===== src/rtl/lvdp_map.svh =====
`ifndef LVDP_MAP_SVH
`define LVDP_MAP_SVH

// ==========================================================================
// Register indices (byte address is four times the index)
`define LVDP_DRV_IDX    10'h063
`define LVDP_PHS_IDX    10'h064
`define LVDP_STAT_IDX   10'h080

// ==========================================================================
// Reset values
`define LVDP_DRV_RST    8'h01
`define LVDP_PHS_RST    8'h03

// ==========================================================================
// Field positions
`define LVDP_LOAD_BIT   3
`define LVDP_CUR_MSB    2
`define LVDP_CUR_LSB    0
`define LVDP_PH_EN_BIT  7
`define LVDP_PH_MSB     6
`define LVDP_PH_LSB     4
`define LVDP_ST_EN_BIT  0
`define LVDP_ST_PH_MSB  3
`define LVDP_ST_PH_LSB  1
`define LVDP_ST_BAD_BIT 4
`define LVDP_ST_4PH_BIT 5
`define LVDP_FLT_MSB    8
`define LVDP_FLT_LSB    1
`define LVDP_FLT_A_BIT  6

// ==========================================================================
// Driver current codes and currents in microamps
`define LVDP_CUR_7P2    3'h7
`define LVDP_CUR_5P4    3'h3
`define LVDP_CUR_3P5    3'h1
`define LVDP_CUR_1P8    3'h0
`define LVDP_UA_7P2     13'h1C20
`define LVDP_UA_5P4     13'h1518
`define LVDP_UA_3P5     13'h0DAC
`define LVDP_UA_1P8     13'h0708
`define LVDP_UA_NONE    13'h0000

// ==========================================================================
// Phase and filter limits
`define LVDP_PH_DEFAULT 3'h0
`define LVDP_DEC_MIN    10'h002

// ==========================================================================
// AXI responses
`define LVDP_RESP_OKAY  2'h0
`define LVDP_RESP_SLV   2'h2

`endif


===== src/rtl/lvdp_pkg.sv =====
package lvdp_pkg;

  // ==========================================================================
  // Register select
  typedef enum logic [1:0] {
    LVDP_SEL_NONE = 2'b00,
    LVDP_SEL_DRV  = 2'b01,
    LVDP_SEL_PHS  = 2'b10,
    LVDP_SEL_STAT = 2'b11
  } lvdp_sel_t;

endpackage : lvdp_pkg


===== src/rtl/lvdp_phase.sv =====
`include "lvdp_map.svh"

module lvdp_phase import lvdp_pkg::*; #(
  parameter int DEC_W = 10
) (
  // Clock and reset
  input  wire logic             ref_clk_i,
  input  wire logic             rst_i,
  // Configuration
  input  wire logic [7:0]       phase_cfg_i,
  input  wire logic [DEC_W-1:0] decim_factor_i,
  input  wire logic [8:0]       filter_stage_a_select_i,
  input  wire logic [8:0]       filter_stage_b_select_i,
  // Resolved clock phase
  output logic                  phase_active_o,
  output logic                  four_phase_o,
  output logic [2:0]            phase_code_o
);

  logic       enable;
  logic       dec_ok;
  logic       four;
  logic [2:0] req;
  logic [2:0] next_code;

  assign enable = phase_cfg_i[`LVDP_PH_EN_BIT];
  assign req    = phase_cfg_i[`LVDP_PH_MSB:`LVDP_PH_LSB];
  assign dec_ok = decim_factor_i > DEC_W'(`LVDP_DEC_MIN);
  assign four   = (filter_stage_a_select_i[`LVDP_FLT_MSB:`LVDP_FLT_LSB] == 8'h00) &&
                  (filter_stage_b_select_i[`LVDP_FLT_MSB:`LVDP_FLT_LSB] == 8'h00) &&
                  !filter_stage_a_select_i[`LVDP_FLT_A_BIT];

  // Even steps do not exist in four-phase mode; round up to the odd step
  always_comb begin
    next_code = `LVDP_PH_DEFAULT;
    if (enable && dec_ok) begin
      next_code = req;
      if (four && req != `LVDP_PH_DEFAULT) begin
        next_code = req | 3'h1;
      end
    end
  end

  always_ff @(posedge ref_clk_i or posedge rst_i) begin
    if (rst_i) begin
      phase_code_o   <= 3'h0;
      phase_active_o <= 1'b0;
      four_phase_o   <= 1'b0;
    end else begin
      phase_code_o   <= next_code;
      phase_active_o <= enable && dec_ok;
      four_phase_o   <= four;
    end
  end

endmodule : lvdp_phase


===== src/rtl/lvdp_regs.sv =====
// Operation
// - Driver register bit 3 set turns on internal LVDS load termination.
// - Current code 111/011/001/000 gives 7.2/5.4/3.5/1.8 mA.
// - Phase register bit 7 enables output clock phase delay control.
// - Phase field bits 6..4 shift the output clock by code times 45 degrees.
// - Phase field is ignored while the enable bit is zero.
// - Non-default shifts apply only when decimation factor exceeds two.
// - With filter selects zero only +45, +135, +225, +315 exist.
// - Every non-zero phase code is an offset from the code 000 phase.
//
// Register access over AXI4-Lite was chosen for this implementation.
`include "lvdp_map.svh"

module lvdp_regs import lvdp_pkg::*; #(
  parameter int ADDR_W = 12,
  parameter int DEC_W  = 10
) (
  // Clock and reset
  input  wire logic              ref_clk_i,
  input  wire logic              rst_i,
  // AXI4-Lite write
  input  wire logic [ADDR_W-1:0] s_axi_awaddr_i,
  input  wire logic              s_axi_awvalid_i,
  output logic                   s_axi_awready_o,
  input  wire logic [31:0]       s_axi_wdata_i,
  input  wire logic [3:0]        s_axi_wstrb_i,
  input  wire logic              s_axi_wvalid_i,
  output logic                   s_axi_wready_o,
  output logic [1:0]             s_axi_bresp_o,
  output logic                   s_axi_bvalid_o,
  input  wire logic              s_axi_bready_i,
  // AXI4-Lite read
  input  wire logic [ADDR_W-1:0] s_axi_araddr_i,
  input  wire logic              s_axi_arvalid_i,
  output logic                   s_axi_arready_o,
  output logic [31:0]            s_axi_rdata_o,
  output logic [1:0]             s_axi_rresp_o,
  output logic                   s_axi_rvalid_o,
  input  wire logic              s_axi_rready_i,
  // Filter configuration
  input  wire logic [DEC_W-1:0]  decim_factor_i,
  input  wire logic [8:0]        filter_stage_a_select_i,
  input  wire logic [8:0]        filter_stage_b_select_i,
  // Output driver
  output logic                   lvds_load_en_o,
  output logic [2:0]             driver_current_select_o,
  output logic [12:0]            drive_current_ua_o,
  output logic                   drive_current_bad_o,
  // Output clock phase
  output logic                   clock_phase_delay_enable_o,
  output logic [2:0]             decimated_clock_phase_select_o
);

  // ==========================================================================
  // Decoding
  function automatic lvdp_sel_t lvdp_decode(input logic [ADDR_W-1:0] addr);
    lvdp_sel_t sel;
    sel = LVDP_SEL_NONE;
    if (addr == ADDR_W'({`LVDP_DRV_IDX, 2'b00})) begin
      sel = LVDP_SEL_DRV;
    end else if (addr == ADDR_W'({`LVDP_PHS_IDX, 2'b00})) begin
      sel = LVDP_SEL_PHS;
    end else if (addr == ADDR_W'({`LVDP_STAT_IDX, 2'b00})) begin
      sel = LVDP_SEL_STAT;
    end
    return sel;
  endfunction : lvdp_decode

  function automatic logic [12:0] lvdp_current_ua(input logic [2:0] code);
    logic [12:0] ua;
    ua = `LVDP_UA_NONE;
    case (code)
      `LVDP_CUR_7P2: ua = `LVDP_UA_7P2;
      `LVDP_CUR_5P4: ua = `LVDP_UA_5P4;
      `LVDP_CUR_3P5: ua = `LVDP_UA_3P5;
      `LVDP_CUR_1P8: ua = `LVDP_UA_1P8;
      default:       ua = `LVDP_UA_NONE;
    endcase
    return ua;
  endfunction : lvdp_current_ua

  // ==========================================================================
  // Write channel
  logic              aw_held;
  logic [ADDR_W-1:0] aw_addr;
  logic              w_held;
  logic [31:0]       w_data;
  logic [3:0]        w_strb;
  logic              wr_go;
  lvdp_sel_t         wr_sel;
  logic              wr_drv;
  logic              wr_phs;

  assign s_axi_awready_o = !aw_held && !s_axi_bvalid_o;
  assign s_axi_wready_o  = !w_held && !s_axi_bvalid_o;
  assign wr_go  = aw_held && w_held && !s_axi_bvalid_o;
  assign wr_sel = lvdp_decode(aw_addr);
  // Only byte lane 0 holds register bits
  assign wr_drv = wr_go && wr_sel == LVDP_SEL_DRV && w_strb[0];
  assign wr_phs = wr_go && wr_sel == LVDP_SEL_PHS && w_strb[0];

  always_ff @(posedge ref_clk_i or posedge rst_i) begin
    if (rst_i) begin
      aw_held <= 1'b0;
      aw_addr <= '0;
    end else if (s_axi_awvalid_i && s_axi_awready_o) begin
      aw_held <= 1'b1;
      aw_addr <= s_axi_awaddr_i;
    end else if (wr_go) begin
      aw_held <= 1'b0;
    end
  end

  always_ff @(posedge ref_clk_i or posedge rst_i) begin
    if (rst_i) begin
      w_held <= 1'b0;
      w_data <= 32'h0000_0000;
      w_strb <= 4'h0;
    end else if (s_axi_wvalid_i && s_axi_wready_o) begin
      w_held <= 1'b1;
      w_data <= s_axi_wdata_i;
      w_strb <= s_axi_wstrb_i;
    end else if (wr_go) begin
      w_held <= 1'b0;
    end
  end

  always_ff @(posedge ref_clk_i or posedge rst_i) begin
    if (rst_i) begin
      s_axi_bvalid_o <= 1'b0;
      s_axi_bresp_o  <= `LVDP_RESP_OKAY;
    end else if (wr_go) begin
      s_axi_bvalid_o <= 1'b1;
      // Status register is read only; a write there is refused too
      s_axi_bresp_o  <= (wr_sel == LVDP_SEL_DRV || wr_sel == LVDP_SEL_PHS) ?
                        `LVDP_RESP_OKAY : `LVDP_RESP_SLV;
    end else if (s_axi_bready_i) begin
      s_axi_bvalid_o <= 1'b0;
    end
  end

  // ==========================================================================
  // Configuration registers
  logic [7:0] drv_cfg;
  logic [7:0] phs_cfg;

  // Whole byte is stored, trim nibble included, so software can restore it
  always_ff @(posedge ref_clk_i or posedge rst_i) begin
    if (rst_i) begin
      drv_cfg <= `LVDP_DRV_RST;
    end else if (wr_drv) begin
      drv_cfg <= w_data[7:0];
    end
  end

  always_ff @(posedge ref_clk_i or posedge rst_i) begin
    if (rst_i) begin
      phs_cfg <= `LVDP_PHS_RST;
    end else if (wr_phs) begin
      phs_cfg <= w_data[7:0];
    end
  end

  // ==========================================================================
  // Output driver
  always_ff @(posedge ref_clk_i or posedge rst_i) begin
    if (rst_i) begin
      lvds_load_en_o          <= 1'b0;
      driver_current_select_o <= `LVDP_CUR_3P5;
      drive_current_ua_o      <= `LVDP_UA_3P5;
      drive_current_bad_o     <= 1'b0;
    end else begin
      lvds_load_en_o          <= drv_cfg[`LVDP_LOAD_BIT];
      driver_current_select_o <= drv_cfg[`LVDP_CUR_MSB:`LVDP_CUR_LSB];
      // Unsupported codes give no defined current
      drive_current_ua_o      <= lvdp_current_ua(drv_cfg[`LVDP_CUR_MSB:`LVDP_CUR_LSB]);
      drive_current_bad_o     <= lvdp_current_ua(drv_cfg[`LVDP_CUR_MSB:`LVDP_CUR_LSB])
                                 == `LVDP_UA_NONE;
    end
  end

  // ==========================================================================
  // Output clock phase
  logic four_phase;

  lvdp_phase #(
    .DEC_W(DEC_W)
  ) u_phase (
    .ref_clk_i               (ref_clk_i),
    .rst_i                   (rst_i),
    .phase_cfg_i             (phs_cfg),
    .decim_factor_i          (decim_factor_i),
    .filter_stage_a_select_i (filter_stage_a_select_i),
    .filter_stage_b_select_i (filter_stage_b_select_i),
    .phase_active_o          (clock_phase_delay_enable_o),
    .four_phase_o            (four_phase),
    .phase_code_o            (decimated_clock_phase_select_o)
  );

  // ==========================================================================
  // Read channel
  lvdp_sel_t  rd_sel;
  logic [7:0] rd_byte;

  assign s_axi_arready_o = !s_axi_rvalid_o;
  assign rd_sel = lvdp_decode(s_axi_araddr_i);

  always_comb begin
    rd_byte = 8'h00;
    if (rd_sel == LVDP_SEL_DRV) begin
      rd_byte = drv_cfg;
    end else if (rd_sel == LVDP_SEL_PHS) begin
      rd_byte = phs_cfg;
    end else if (rd_sel == LVDP_SEL_STAT) begin
      rd_byte[`LVDP_ST_EN_BIT]                 = clock_phase_delay_enable_o;
      rd_byte[`LVDP_ST_PH_MSB:`LVDP_ST_PH_LSB] = decimated_clock_phase_select_o;
      rd_byte[`LVDP_ST_BAD_BIT]                = drive_current_bad_o;
      rd_byte[`LVDP_ST_4PH_BIT]                = four_phase;
    end
  end

  always_ff @(posedge ref_clk_i or posedge rst_i) begin
    if (rst_i) begin
      s_axi_rvalid_o <= 1'b0;
      s_axi_rdata_o  <= 32'h0000_0000;
      s_axi_rresp_o  <= `LVDP_RESP_OKAY;
    end else if (s_axi_arvalid_i && s_axi_arready_o) begin
      s_axi_rvalid_o <= 1'b1;
      s_axi_rdata_o  <= {24'h00_0000, rd_byte};
      s_axi_rresp_o  <= (rd_sel == LVDP_SEL_NONE) ? `LVDP_RESP_SLV : `LVDP_RESP_OKAY;
    end else if (s_axi_rready_i) begin
      s_axi_rvalid_o <= 1'b0;
    end
  end

  logic [2:0] req_ph;
  logic       dec_ok;
  logic       four_now;
  assign req_ph = phs_cfg[`LVDP_PH_MSB:`LVDP_PH_LSB];
  assign dec_ok = decim_factor_i > DEC_W'(`LVDP_DEC_MIN);
  // Unregistered mode; the registered flag lags the filter selects by a cycle, as the phase code does
  assign four_now = (filter_stage_a_select_i[`LVDP_FLT_MSB:`LVDP_FLT_LSB] == 8'h00) &&
                    (filter_stage_b_select_i[`LVDP_FLT_MSB:`LVDP_FLT_LSB] == 8'h00) &&
                    !filter_stage_a_select_i[`LVDP_FLT_A_BIT];
endmodule : lvdp_regs


===== config.mk =====
export PLATFORM = sky130hd
export DESIGN_NAME = lvdp_regs
export DESIGN_NICKNAME = d
export VERILOG_FILES = /design/src/rtl/lvdp_pkg.sv /design/src/rtl/lvdp_phase.sv /design/src/rtl/lvdp_regs.sv
export VERILOG_INCLUDE_DIRS = /design/src /design/src/rtl
export SDC_FILE = /design/constraint.sdc
export NUM_CORES = 1
export LEC_CHECK = 0
export ABC_AREA = 1
export BUFFER_PORTS_ARGS = -buffer_cell sky130_fd_sc_hd__buf_2
export CORE_ASPECT_RATIO = 1.1
export CORE_UTILIZATION = 35
export CTS_BUF_LIST = sky130_fd_sc_hd__clkbuf_2 sky130_fd_sc_hd__clkbuf_4 sky130_fd_sc_hd__clkbuf_8
export CTS_CLUSTER_SIZE = 8
export DETAILED_ROUTE_END_ITERATION = 10
export GPL_ROUTABILITY_DRIVEN = 0
export HOLD_SLACK_MARGIN = 0.02
export PLACE_DENSITY = 0.66
export SLEW_MARGIN = 20
export SYNTH_ARGS = -nofsm -noshare
export SYNTH_HDL_FRONTEND = slang
export SYNTH_SLANG_ARGS = --single-unit
export TNS_END_PERCENT = 50

===== constraint.sdc =====
create_clock -name ref_clk_i -period 2 [get_ports ref_clk_i]
set_input_delay 0.4 -clock ref_clk_i [delete_from_list [all_inputs] [get_ports ref_clk_i]]
set_output_delay 0.4 -clock ref_clk_i [all_outputs]
set_load 0.1 [all_outputs]

==> results of run 1 <==
[registers in the layout, indices dropped and copies added (netlist names), 3 cells and up]
signal                   cells
u_phase.phase_code_o         3
driver_current_select_o      3
s_axi_rdata_o                8
phs_cfg                      8
drv_cfg                      8
aw_addr                     12
w_data                       8
drive_current_ua_o           7
[cell type report]
cell class              instances  share of cell area [%]
clock inverters                 7                    2.91
clock buffers                   9                    3.13
well taps                     114                    3.60
repair buffers                104                    13.8
inverters                      29                    2.94
multi-input cells             240                    30.3
flip-flops and latches         68                    43.4
[power by group through the flow]
stage / Sequential (mW) / Combinational (mW) / Clock [mW]
finish: 1.80 / 1.42 / 1.33
global route: 1.84 / 1.56 / 1.43
CTS: 1.80 / 1.44 / 1.37
detailed placement: 1.83 / 1.44 / 0
global placement: 1.81 / 1.41 / 0
floorplan: 2.02 / 1.04 / 0
[worst max-delay path: cells and delay by family (launching register included)]
family        cells  cell delay [ns]
buf+inv           1             0.43
flops             1             0.51
simple gates      1             0.11
[per-stage QoR]
stage / setup WS [ns] / power [mW] / hold slack, ns / cells / instance area, um^2
global placement: 0.382 / 3.23 / 0.401 / 555 / 3720
detailed placement: 0.320 / 3.27 / 0.402 / 555 / 3720
global route: 0.151 / 4.82 / 0.0729 / 571 / 3960
finish: 0.207 / 4.55 / 0.0694 / 571 / 3960
CTS: 0.175 / 4.62 / 0.0597 / 571 / 3960
floorplan: 0.0176 / 3.06 / 0.375 / 376 / 3320
[cells by family (layout without fill, tap and decap cells)]
family / Yosys count / after routing / share of synthesized area, %
compound gates: 37 / 37 / 7.78
simple gates: 165 / 165 / 22.8
flops: 68 / 68 / 53.7
buf+inv: 68 / 149 / 12.4
mux: 9 / 9 / 3.18
other cells: 1 / 29 / 0.118
[layer usage]
layer  vias to the layer above  wire length, um  GRT usage, %
li1                       1253                -             -
met1                      1116             2640          16.1
met2                        96             2840          25.1
met3                         6              521          6.47
met4                         0               41          3.91
met5                         -                0             0
[cells in the final DEF, fill, tap and decap left out]
cell type and instances:
a21oi_1 15, and2_0 1, buf_12 1, buf_2 99
buf_4 4, bufinv_16 3, clkbuf_8 9, clkinv_2 2
clkinvlp_4 4, conb_1 29, dfrtp_1 58, dfrtp_4 2
dfstp_2 8, inv_1 27, mux2_2 9, nand2_1 73
nand2_2 3, nand3_1 29, nand3_2 3, nor2_1 44
nor2_2 3, nor2_4 2, nor3_1 1, nor3_2 2
nor3_4 1, nor4_1 1, o211ai_1 1, o21ai_0 5
o21ai_2 16, or2_0 2
[synth_stat cells]
cell       n  area [um^2]
nor4_1     1         6.26
buf_6      2         22.5
nand2_1   73          274
nor3_2     2         20.0
nor3_4     1         16.3
nand2_2    3         18.8
or2_0      2         12.5
o21ai_0    5         25.0
dfrtp_1   60         1500
nand3_1   29          145
dfstp_2    8          210
and2_0     1         6.26
buf_4     33          248
conb_1     1         3.75
mux2_2     9          101
a21oi_1   15         75.1
nand3_2    3         30.0
nor2_2     3         18.8
nor2_1    46          173
o211ai_1   1         7.51
inv_1     29          109
clkbuf_1   3         11.3
nor3_1     1         5.00
o21ai_2   16          140
buf_2      1         5.00
[final timing paths]
path,startpoint,end,slack (ns),cells past startpoint
setup / recovery,s_axi_bvalid_o$_DFFE_PP0P_,s_axi_wready_o,0.21,2
hold / removal,rst_i,aw_addr[8]$_DFFE_PP0P_,0.07,2
setup reg to reg,s_axi_bvalid_o$_DFFE_PP0P_,drv_cfg[2]$_DFFE_PP0P_,0.33,6
hold reg to reg,drv_cfg[0]$_DFFE_PP1P_,driver_current_select_o[0]$_DFF_PP1_,0.41,0
max in group asynchronous,rst_i,drv_cfg[0]$_DFFE_PP1P_,1.34,3
min in group ref_clk_i,s_axi_rready_i,s_axi_rvalid_o$_DFFE_PP0P_,0.25,2
==> metrics.cfg, run 1 <==
[outcome]
outcome = finished clean

[clocking]
cts_setup_buffers = 0
clk_latency_ns = 0.34
holdBufCountCts = 0
ctsRootBufferMaster = clkbuf_8
cts-htree-levels = 3
cts_made_buffers = 9
cts_tree = yes
cts_resized = 0
cts_sinks = 68
clk_path_buf_depth = 2
clkTransAtPathRegs_ns = 0.07

[logic_synthesis]
ys_ff_latch = 68
syn_area_mm2 = 0.00319
yosysWarnings = 0
synth.distinct_cells = 25
syn_avg_cell_area_um2 = 9.15
yosysSeqAreaShare_pct = 53.7
netlist_instances = 348

[worst_setup_path]
critical_path_peak_fanout = 4
path_cells = nor2_4, buf_2
slowest_stage = dfrtp_4
worstSetupPathType = register to output pin
required_ns = 1.60
crit_path_end_kind = output pin
critPathMaxStageDelay_ns = 0.51
worst_ep_arrival_time_ns = 1.39
start_kind = register

[routing]
dr.pass1.iters = 4
wl_mm = 6.05
wire_per_inst_um = 10.6
drcViolationCount = 0
vias = 2471
drt_iter0_markers = 123
detail-route-antenna-nets = 0
vias_per_cell = 4.33

[global_routing]
grt_pass1_wl_mm = 10.7
grt-ovfl-total = 0
grtUsageTotal_pct = 14.4
grt_pass1_vias = 2501
antenna_found_initial = 0
grt_max_degree = 31

[timing]
setup_viol = 0
tightest_slew_ns = 0.550
final.setup.tns_ns = 0
finalWorstPathRequiredPeriod_ns = 1.79
slew_viol_final = 0
rsz0062_at_grt = no
fmax_mhz = 558
period_share_pct = 89.7
fin_skew_ns = 0.00493
slew_headroom_pct = 63.3
hold_viol = 0

[power]
p_comb_share_pct = 31.3
p_per_area_mw_per_mm2 = 1150
switching_power_mw = 1.75
seqPwrFrac_pct = 39.5
p_leak_nw = 2.07
switching_share_pct = 38.4
ir_drop_mv = 1.03
p_int_mw = 2.80
clkPwrFrac_pct = 29.2

[finish]
n_antenna_cell = 0
layout.nets = 547
fin_util_pct = 44.9
ff_latch_area_mm2 = 0.00172
multi_input_area_mm2 = 0.00120
fillers = 871
drive_gt1_share_pct = 37.4
syn_to_final_growth_pct = 24.4

[job]
max-cap-violations = 0

[die]
start_util_pct = 36.1
die_h_um = 102
rows = 36
ios = 158
die_area_mm2 = 0.00949
core_region_area_mm2 = 0.00883
chipWidth_um = 93.0

[place]
dp_hpwl_mm = 4.76
port_buffers = 99

[hold_path]
min_path_type = input pin to asynchronous set/reset pin

(Power assumes the default switching activity.)
==> inputs of run 2 (changes only) <==
- ABC_AREA: 1 -> not set
- CORE_MARGIN: not set -> 4
- PLACE_DENSITY: 0.66 -> 0.67
==> run 2 against run 1 <==
- setup slack worse by 0.15 ns
- wire length is 6.3% higher
- combinational power is 3% higher
- synthesized cell count is 30% lower
- count of clock-buffer cells in the layout is 4 higher
- sequential cell count stayed put
- critical path depth is 3 higher
- sequential share of layout area is 0.22 points higher
- synthesized area is 3.4% lower
- via count is 11% lower
- clock skew is 0.0091 ns higher
==> metrics.cfg, run 2 <==
[outcome]
outcome = finished clean  ; unchanged

[finish]
final_common_cell = buf_2  ; unchanged
stdcell_area_mm2 = 0.00393  ; was 0.00396 mm^2
syn_to_final_growth_pct = 27.8  ; was 24.4%
layout_common_cells = buf_2, dfrtp_1, mux2_2, conb_1  ; was buf_2, nand2_1, dfrtp_1
drive_gt1_share_pct = 51.6  ; was 37.4%
layout.nets = 454  ; was 547
fin_util_pct = 46.3  ; was 44.9%
largest-register = aw_addr  ; unchanged
multi_input_area_mm2 = 0.00123  ; was 0.00120 mm^2
largest_reg_flops = 12  ; unchanged
n_antenna_cell = 0  ; unchanged
ff_latch_area_mm2 = 0.00172  ; about the same
fillers = 798  ; was 871

[routing]
drt_iter0_markers = 78  ; was 123
wire_per_inst_um = 13.5  ; was 10.6 um
vias = 2191  ; was 2471
detail-route-antenna-nets = 0  ; unchanged
dr.pass1.iters = 4  ; unchanged
vias_per_cell = 4.61  ; was 4.33
drcViolationCount = 0  ; unchanged
wl_mm = 6.43  ; was 6.05 mm

[timing]
setup_viol = 0  ; unchanged
slew_viol_final = 0  ; unchanged
fin_skew_ns = 0.0140  ; was 0.00493 ns
final.setup.tns_ns = 0  ; unchanged
rsz0062_at_grt = yes  ; was no
period_share_pct = 97.1  ; was 89.7%
finalWorstPathRequiredPeriod_ns = 1.94  ; was 1.79 ns
fmax_mhz = 515  ; was 558 MHz
hold_viol = 0  ; unchanged

[die]
die_h_um = 106  ; was 102 um
ios = 158  ; unchanged
core_region_area_mm2 = 0.00850  ; was 0.00883 mm^2
chipWidth_um = 97.4  ; was 93.0 um
start_util_pct = 36.2  ; was 36.1%
rows = 35  ; was 36
die_area_mm2 = 0.0104  ; was 0.00949 mm^2

[clocking]
clk_path_buf_depth = 2  ; unchanged
clk_latency_ns = 0.34  ; about the same
clkTransAtPathRegs_ns = 0.07  ; about the same
cts_made_buffers = 9  ; unchanged
ctsRootBufferMaster = clkbuf_8  ; unchanged
cts_tree = yes  ; unchanged
cts_sinks = 68  ; unchanged
cts-htree-levels = 3  ; unchanged

[worst_setup_path]
start_kind = register  ; unchanged
required_ns = 2.21  ; was 1.60 ns
critical_path_peak_fanout = 8  ; was 4
worstSetupPathType = register to register  ; was register to output pin
crit_path_end_kind = register  ; was output pin
worst_ep_arrival_time_ns = 2.15  ; was 1.39 ns

[global_routing]
grt-ovfl-total = 0  ; unchanged
grt_max_degree = 35  ; was 31
grt_pass1_vias = 2181  ; was 2501
grtUsageTotal_pct = 12.8  ; was 14.4%
grt_pass1_wl_mm = 10.4  ; was 10.7 mm
antenna_found_initial = 0  ; unchanged

[logic_synthesis]
ys_ff_latch = 68  ; unchanged
synth_commonest_cells = dfrtp_1, mux2_2, buf_4, and2_1  ; was nand2_1, dfrtp_1, nor2_1, buf_4
syn_avg_cell_area_um2 = 12.6  ; was 9.15 um^2
dominantRegCellSynth = dfrtp_1  ; unchanged
synth-async-reset-ratio_pct = 100  ; unchanged
yosysMostFrequentCell = dfrtp_1  ; was nand2_1
yosysTopAreaCellShare_pct = 48.8  ; was 47.1%
synth_top_area_cell = dfrtp_1  ; unchanged
synth_edf_count = 0  ; unchanged
yosysWarnings = 0  ; unchanged
yosysSeqAreaShare_pct = 55.6  ; was 53.7%
synth.distinct_cells = 41  ; was 25
ys_top_cells_by_area = dfrtp_1, mux2_2, buf_4, dfstp_2, nor4_4  ; was dfrtp_1, nand2_1, buf_4, dfstp_2, nor2_1
syn_area_mm2 = 0.00308  ; was 0.00319 mm^2
netlist_instances = 245  ; was 348

[place]
port_buffers = 99  ; unchanged
dp_hpwl_mm = 4.93  ; was 4.76 mm
placed_area_mm2 = 0.00371  ; was 0.00372 mm^2

[power]
p_leak_nw = 1.99  ; was 2.07 nW
ir_drop_mv = 0.795  ; was 1.03 mV
p_per_area_mw_per_mm2 = 1120  ; was 1150 mW/mm^2

[hold_path]
min_path_type = input pin to asynchronous set/reset pin  ; unchanged

[job]
max-cap-violations = 0  ; unchanged

[run 2: per-stage QoR]
step | hold WS [ns] | cells | total power, mW | setup slack [ns]
global route | 0.0918 | 475 | 4.66 | -0.0520
CTS | 0.0733 | 475 | 4.46 | 0.0402
floorplan | 0.353 | 273 | 3.12 | -0.0601
detailed placement | 0.408 | 457 | 3.35 | -0.0440
global placement | 0.395 | 457 | 3.30 | -0.0110
finish | 0.0756 | 475 | 4.42 | 0.0586
[run 2: layout make-up]
class                   count  share of cell area, %
inverters                   9                  0.955
multi-input cells         159                   31.2
well taps                 111                   3.53
repair buffers            112                   15.7
clock buffers              13                   3.91
clock inverters             3                   1.02
flip-flops and latches     68                   43.6
[run 2: final timing paths]
| kind | startpoint | endpoint | slack (ns) | cells past startpoint |
|---|---|---|---|---|
| min reg2reg | drv_cfg[0]$_DFFE_PP1P_ | driver_current_select_o[0]$_DFF_PP1_ | 0.41 | 0 |
| min in group ref_clk_i | s_axi_bready_i | s_axi_bvalid_o$_DFFE_PP0P_ | 0.24 | 2 |
| max reg2reg | aw_addr[1]$_DFFE_PP0P_ | phs_cfg[7]$_DFFE_PP0P_ | 0.06 | 5 |
| min | rst_i | s_axi_rdata_o[6]$_DFFE_PP0P_ | 0.08 | 2 |
| max | aw_addr[1]$_DFFE_PP0P_ | phs_cfg[7]$_DFFE_PP0P_ | 0.06 | 5 |
| max in group asynchronous | rst_i | s_axi_bvalid_o$_DFFE_PP0P_ | 1.34 | 3 |
[run 2: cells by family after synthesis]
kind of cell / synth area share [%]
multiplexers: 13.5
buffers and inverters: 9.76
flip-flops: 55.6
AO/OA/AOI/OAI: 6.02
XOR/XNOR: 0.285
AND/OR/NAND/NOR: 14.6
other: 0.122
[run 2: timing repair]
| item | 4_1_cts | 5_1_grt |
|---|---|---|
| buffers inserted | 2 | 0 |
| hold buffers | 0 | 0 |
| setup endpoints to repair | 15 | 14 |
| gates resized for setup | 0 | 2 |
| pin swaps | 2 | 0 |
[run 2: per-layer routing]
layer  vias up  global-route usage, %  share of wire [%]
li1       1032                      -                  -
met1      1069                   15.0                 39
met2        84                   20.5                 50
met3         6                   6.23                9.9
met4         0                   4.65                1.1
met5         -                      0                  0
[run 2: power by group]
part           total (mW)  internal (mW)  switching (mW)
Clock                1.11          0.628           0.477
Combinational        1.46          0.520           0.937
Sequential           1.85           1.65           0.205
Total                4.42           2.80            1.62
[run 2: worst max-delay path, cell delays in order (launching register included)]
cell	delay (ns)
dfrtp_1	0.38
or4b_4	0.55
nor4_4	0.21
buf_4	0.18
nand4_4	0.18
mux2_2	0.32
==> inputs of run 3 (changes only) <==
- ABC_AREA: not set -> 1
- PLACE_DENSITY: 0.67 -> 0.66
==> run 3 against run 2 <==
- via count grew 11%
- die area grew 3.3%
- sequential share of layout area is essentially flat
- register-to-register slack gained 0.23 ns
- global-route usage shrank 0.59 points
- largest cell class unchanged
- largest power group unchanged
==> metrics.cfg, run 3 (synthesis gave the netlist of run 1 again) <==
[timing]
slew_viol_final = 0  ; unchanged
fmax_mhz = 556  ; was 515 MHz
setup_viol = 0  ; unchanged
fin_skew_ns = 0.00812  ; was 0.0140 ns
rsz0062_at_grt = no  ; was yes
final.setup.tns_ns = 0  ; unchanged
slew_headroom_pct = 61.7
tightest_slew_ns = 0.574
period_share_pct = 90.0  ; was 97.1%
whs_ns = 0.0600  ; was 0.0756 ns
hold_viol = 0  ; unchanged
finalWorstSetupSlack_ns = 0.200  ; was 0.0586 ns
finalWorstPathRequiredPeriod_ns = 1.80  ; was 1.94 ns

[worst_setup_path]
critPathMaxStageDelay_ns = 0.51  ; was 0.55 ns
worstSetupPathType = register to output pin  ; was register to register
r2r-end = phs_cfg[4]$_DFFE_PP0P_  ; was phs_cfg[7]$_DFFE_PP0P_
crit_buf_inv = 1  ; unchanged
worst_ep_arrival_time_ns = 1.40  ; was 2.15 ns
start_kind = register  ; unchanged
crit_path_end_kind = output pin  ; was register
path_cells = nor2_4, buf_2  ; was or4b_4, nor4_4, buf_4, nand4_4, mux2_2
cp_top_family = flip-flops  ; was simple AND/OR/NAND/NOR gates
r2r-start = s_axi_bvalid_o$_DFFE_PP0P_  ; was aw_addr[1]$_DFFE_PP0P_
rr_worst_depth = 6  ; was 5
r2r_setup_slack_ns = 0.29  ; was 0.06 ns
required_ns = 1.60  ; was 2.21 ns
startpoint = s_axi_bvalid_o$_DFFE_PP0P_  ; was aw_addr[1]$_DFFE_PP0P_
critical_path_peak_fanout = 4  ; was 8
slowest_stage = dfrtp_4  ; was or4b_4

[finish]
multi_input_area_mm2 = 0.00120  ; was 0.00123 mm^2
largest-register = aw_addr  ; unchanged
n_antenna_cell = 0  ; unchanged
layout_common_cells = buf_2, nand2_1, dfrtp_1  ; was buf_2, dfrtp_1, mux2_2, conb_1
syn_to_final_growth_pct = 23.6  ; was 27.8%
fillers = 895  ; was 798
final_common_cell = buf_2  ; unchanged
ff_latch_area_mm2 = 0.00172  ; about the same
largest_reg_flops = 12  ; unchanged
layout.nets = 546  ; was 454
drive_gt1_share_pct = 37.3  ; was 51.6%

[global_routing]
antenna_found_initial = 0  ; unchanged
grt_max_degree = 32  ; was 35
grt_pass1_vias = 2407  ; was 2181
grt-ovfl-total = 0  ; unchanged
grtUsageTotal_pct = 12.2  ; was 12.8%
grt_pass1_wl_mm = 10.5  ; was 10.4 mm

[die]
start_util_pct = 35.9  ; was 36.2%
chipWidth_um = 99.0  ; was 97.4 um
die_h_um = 108  ; was 106 um
core_region_area_mm2 = 0.00887  ; was 0.00850 mm^2
rows = 36  ; was 35
die_area_mm2 = 0.0107  ; was 0.0104 mm^2
ios = 158  ; unchanged

[routing]
wire_per_inst_um = 11.2  ; was 13.5 um
vias_per_cell = 4.26  ; was 4.61
dr.pass1.iters = 4  ; unchanged
detail-route-antenna-nets = 0  ; unchanged
drt_iter0_markers = 61  ; was 78
drcViolationCount = 0  ; unchanged
vias = 2429  ; was 2191
wl_mm = 6.38  ; was 6.43 mm

[clocking]
cts_tree = yes  ; unchanged
cts_sinks = 68  ; unchanged
clkTransAtPathRegs_ns = 0.07  ; about the same
clk_latency_ns = 0.33  ; was 0.34 ns
cts-htree-levels = 3  ; unchanged
cts_resized = 0  ; unchanged
cts_made_buffers = 9  ; unchanged
clk_path_buf_depth = 2  ; unchanged
holdBufCountCts = 0  ; unchanged
cts_setup_buffers = 0  ; was 2
ctsRootBufferMaster = clkbuf_8  ; unchanged

[outcome]
outcome = finished clean  ; unchanged

[hold_path]
min_path_type = input pin to asynchronous set/reset pin  ; unchanged

[power]
p_per_area_mw_per_mm2 = 1130  ; was 1120 mW/mm^2
p_leak_nw = 2.07  ; was 1.99 nW
ir_drop_mv = 0.900  ; was 0.795 mV

[job]
max-cap-violations = 0  ; unchanged

[place]
dp_hpwl_mm = 5.02  ; was 4.93 mm
dpl_worst_slack_ns = 0.301  ; was -0.0440 ns
port_buffers = 99  ; unchanged

## run 3: changes by cell type in the layout (fill, tap and decap cells not counted), moves of 11 or more
cell     previous run  this run
and2_1             11         0
nand3_1             6        29
inv_1               8        27
nor2_1              7        44
a21oi_1             2        15
o21ai_2             0        16
nand2_1             8        73
mux2_2             29         9
## run 3: stage by stage
| step | instance area, um^2 | instances | util (%) | total power [mW] |
|---|---|---|---|---|
| finish | 3940 | 570 | 44.4 | 4.45 |
| global route | 3940 | 570 | 44.4 | 4.69 |
| CTS | 3940 | 570 | 44.4 | 4.51 |
| detailed placement | 3710 | 554 | 41.9 | 3.27 |
| global placement | 3710 | 554 | 41.9 | 3.23 |
| floorplan | 3320 | 376 | - | 3.06 |
## run 3: layer usage
layer	track usage, %	part of all wire (%)
met1	13.9	39
met4	4.20	1.6
met5	0	0
met2	20.3	49
met3	5.68	10
## run 3: cell type report
cell class                 instances  share of cell area, %
sequential                        68                   43.7
tap                              114                   3.62
clock buffer                       9                   3.15
inverter                          29                   2.96
multi-input combinational        240                   30.4
clock inverter                     7                   2.51
timing repair buffer             103                   13.7
## run 3: worst max-delay path by stage
| stage | endpoint | slack (ns) | cells past startpoint |
|---|---|---|---|
| after floorplan | aw_addr[0]$_DFFE_PP0P_ | 0.02 | 4 |
| after global placement | phs_cfg[6]$_DFFE_PP0P_ | 0.34 | 6 |
| after detailed placement | phs_cfg[3]$_DFFE_PP0P_ | 0.30 | 6 |
| after CTS | s_axi_awready_o | 0.18 | 2 |
| after global routing | phs_cfg[6]$_DFFE_PP0P_ | 0.13 | 6 |
| final | s_axi_awready_o | 0.20 | 2 |
## run 3: power by group
| group | total, mW | internal [mW] | switching [mW] |
|---|---|---|---|
| registers | 1.80 | 1.65 | 0.154 |
| clock network | 1.23 | 0.707 | 0.520 |
| logic | 1.43 | 0.333 | 1.09 |
| total | 4.45 | 2.69 | 1.77 |
## run 3: worst reg2reg max path, stage by stage, from the launching register on
cell,delay [ns]
dfrtp_4,0.51
inv_1,0.09
nand3_2,0.12
nor2_1,0.21
nand3_2,0.38
nand2_1,0.20
o21ai_2,0.07
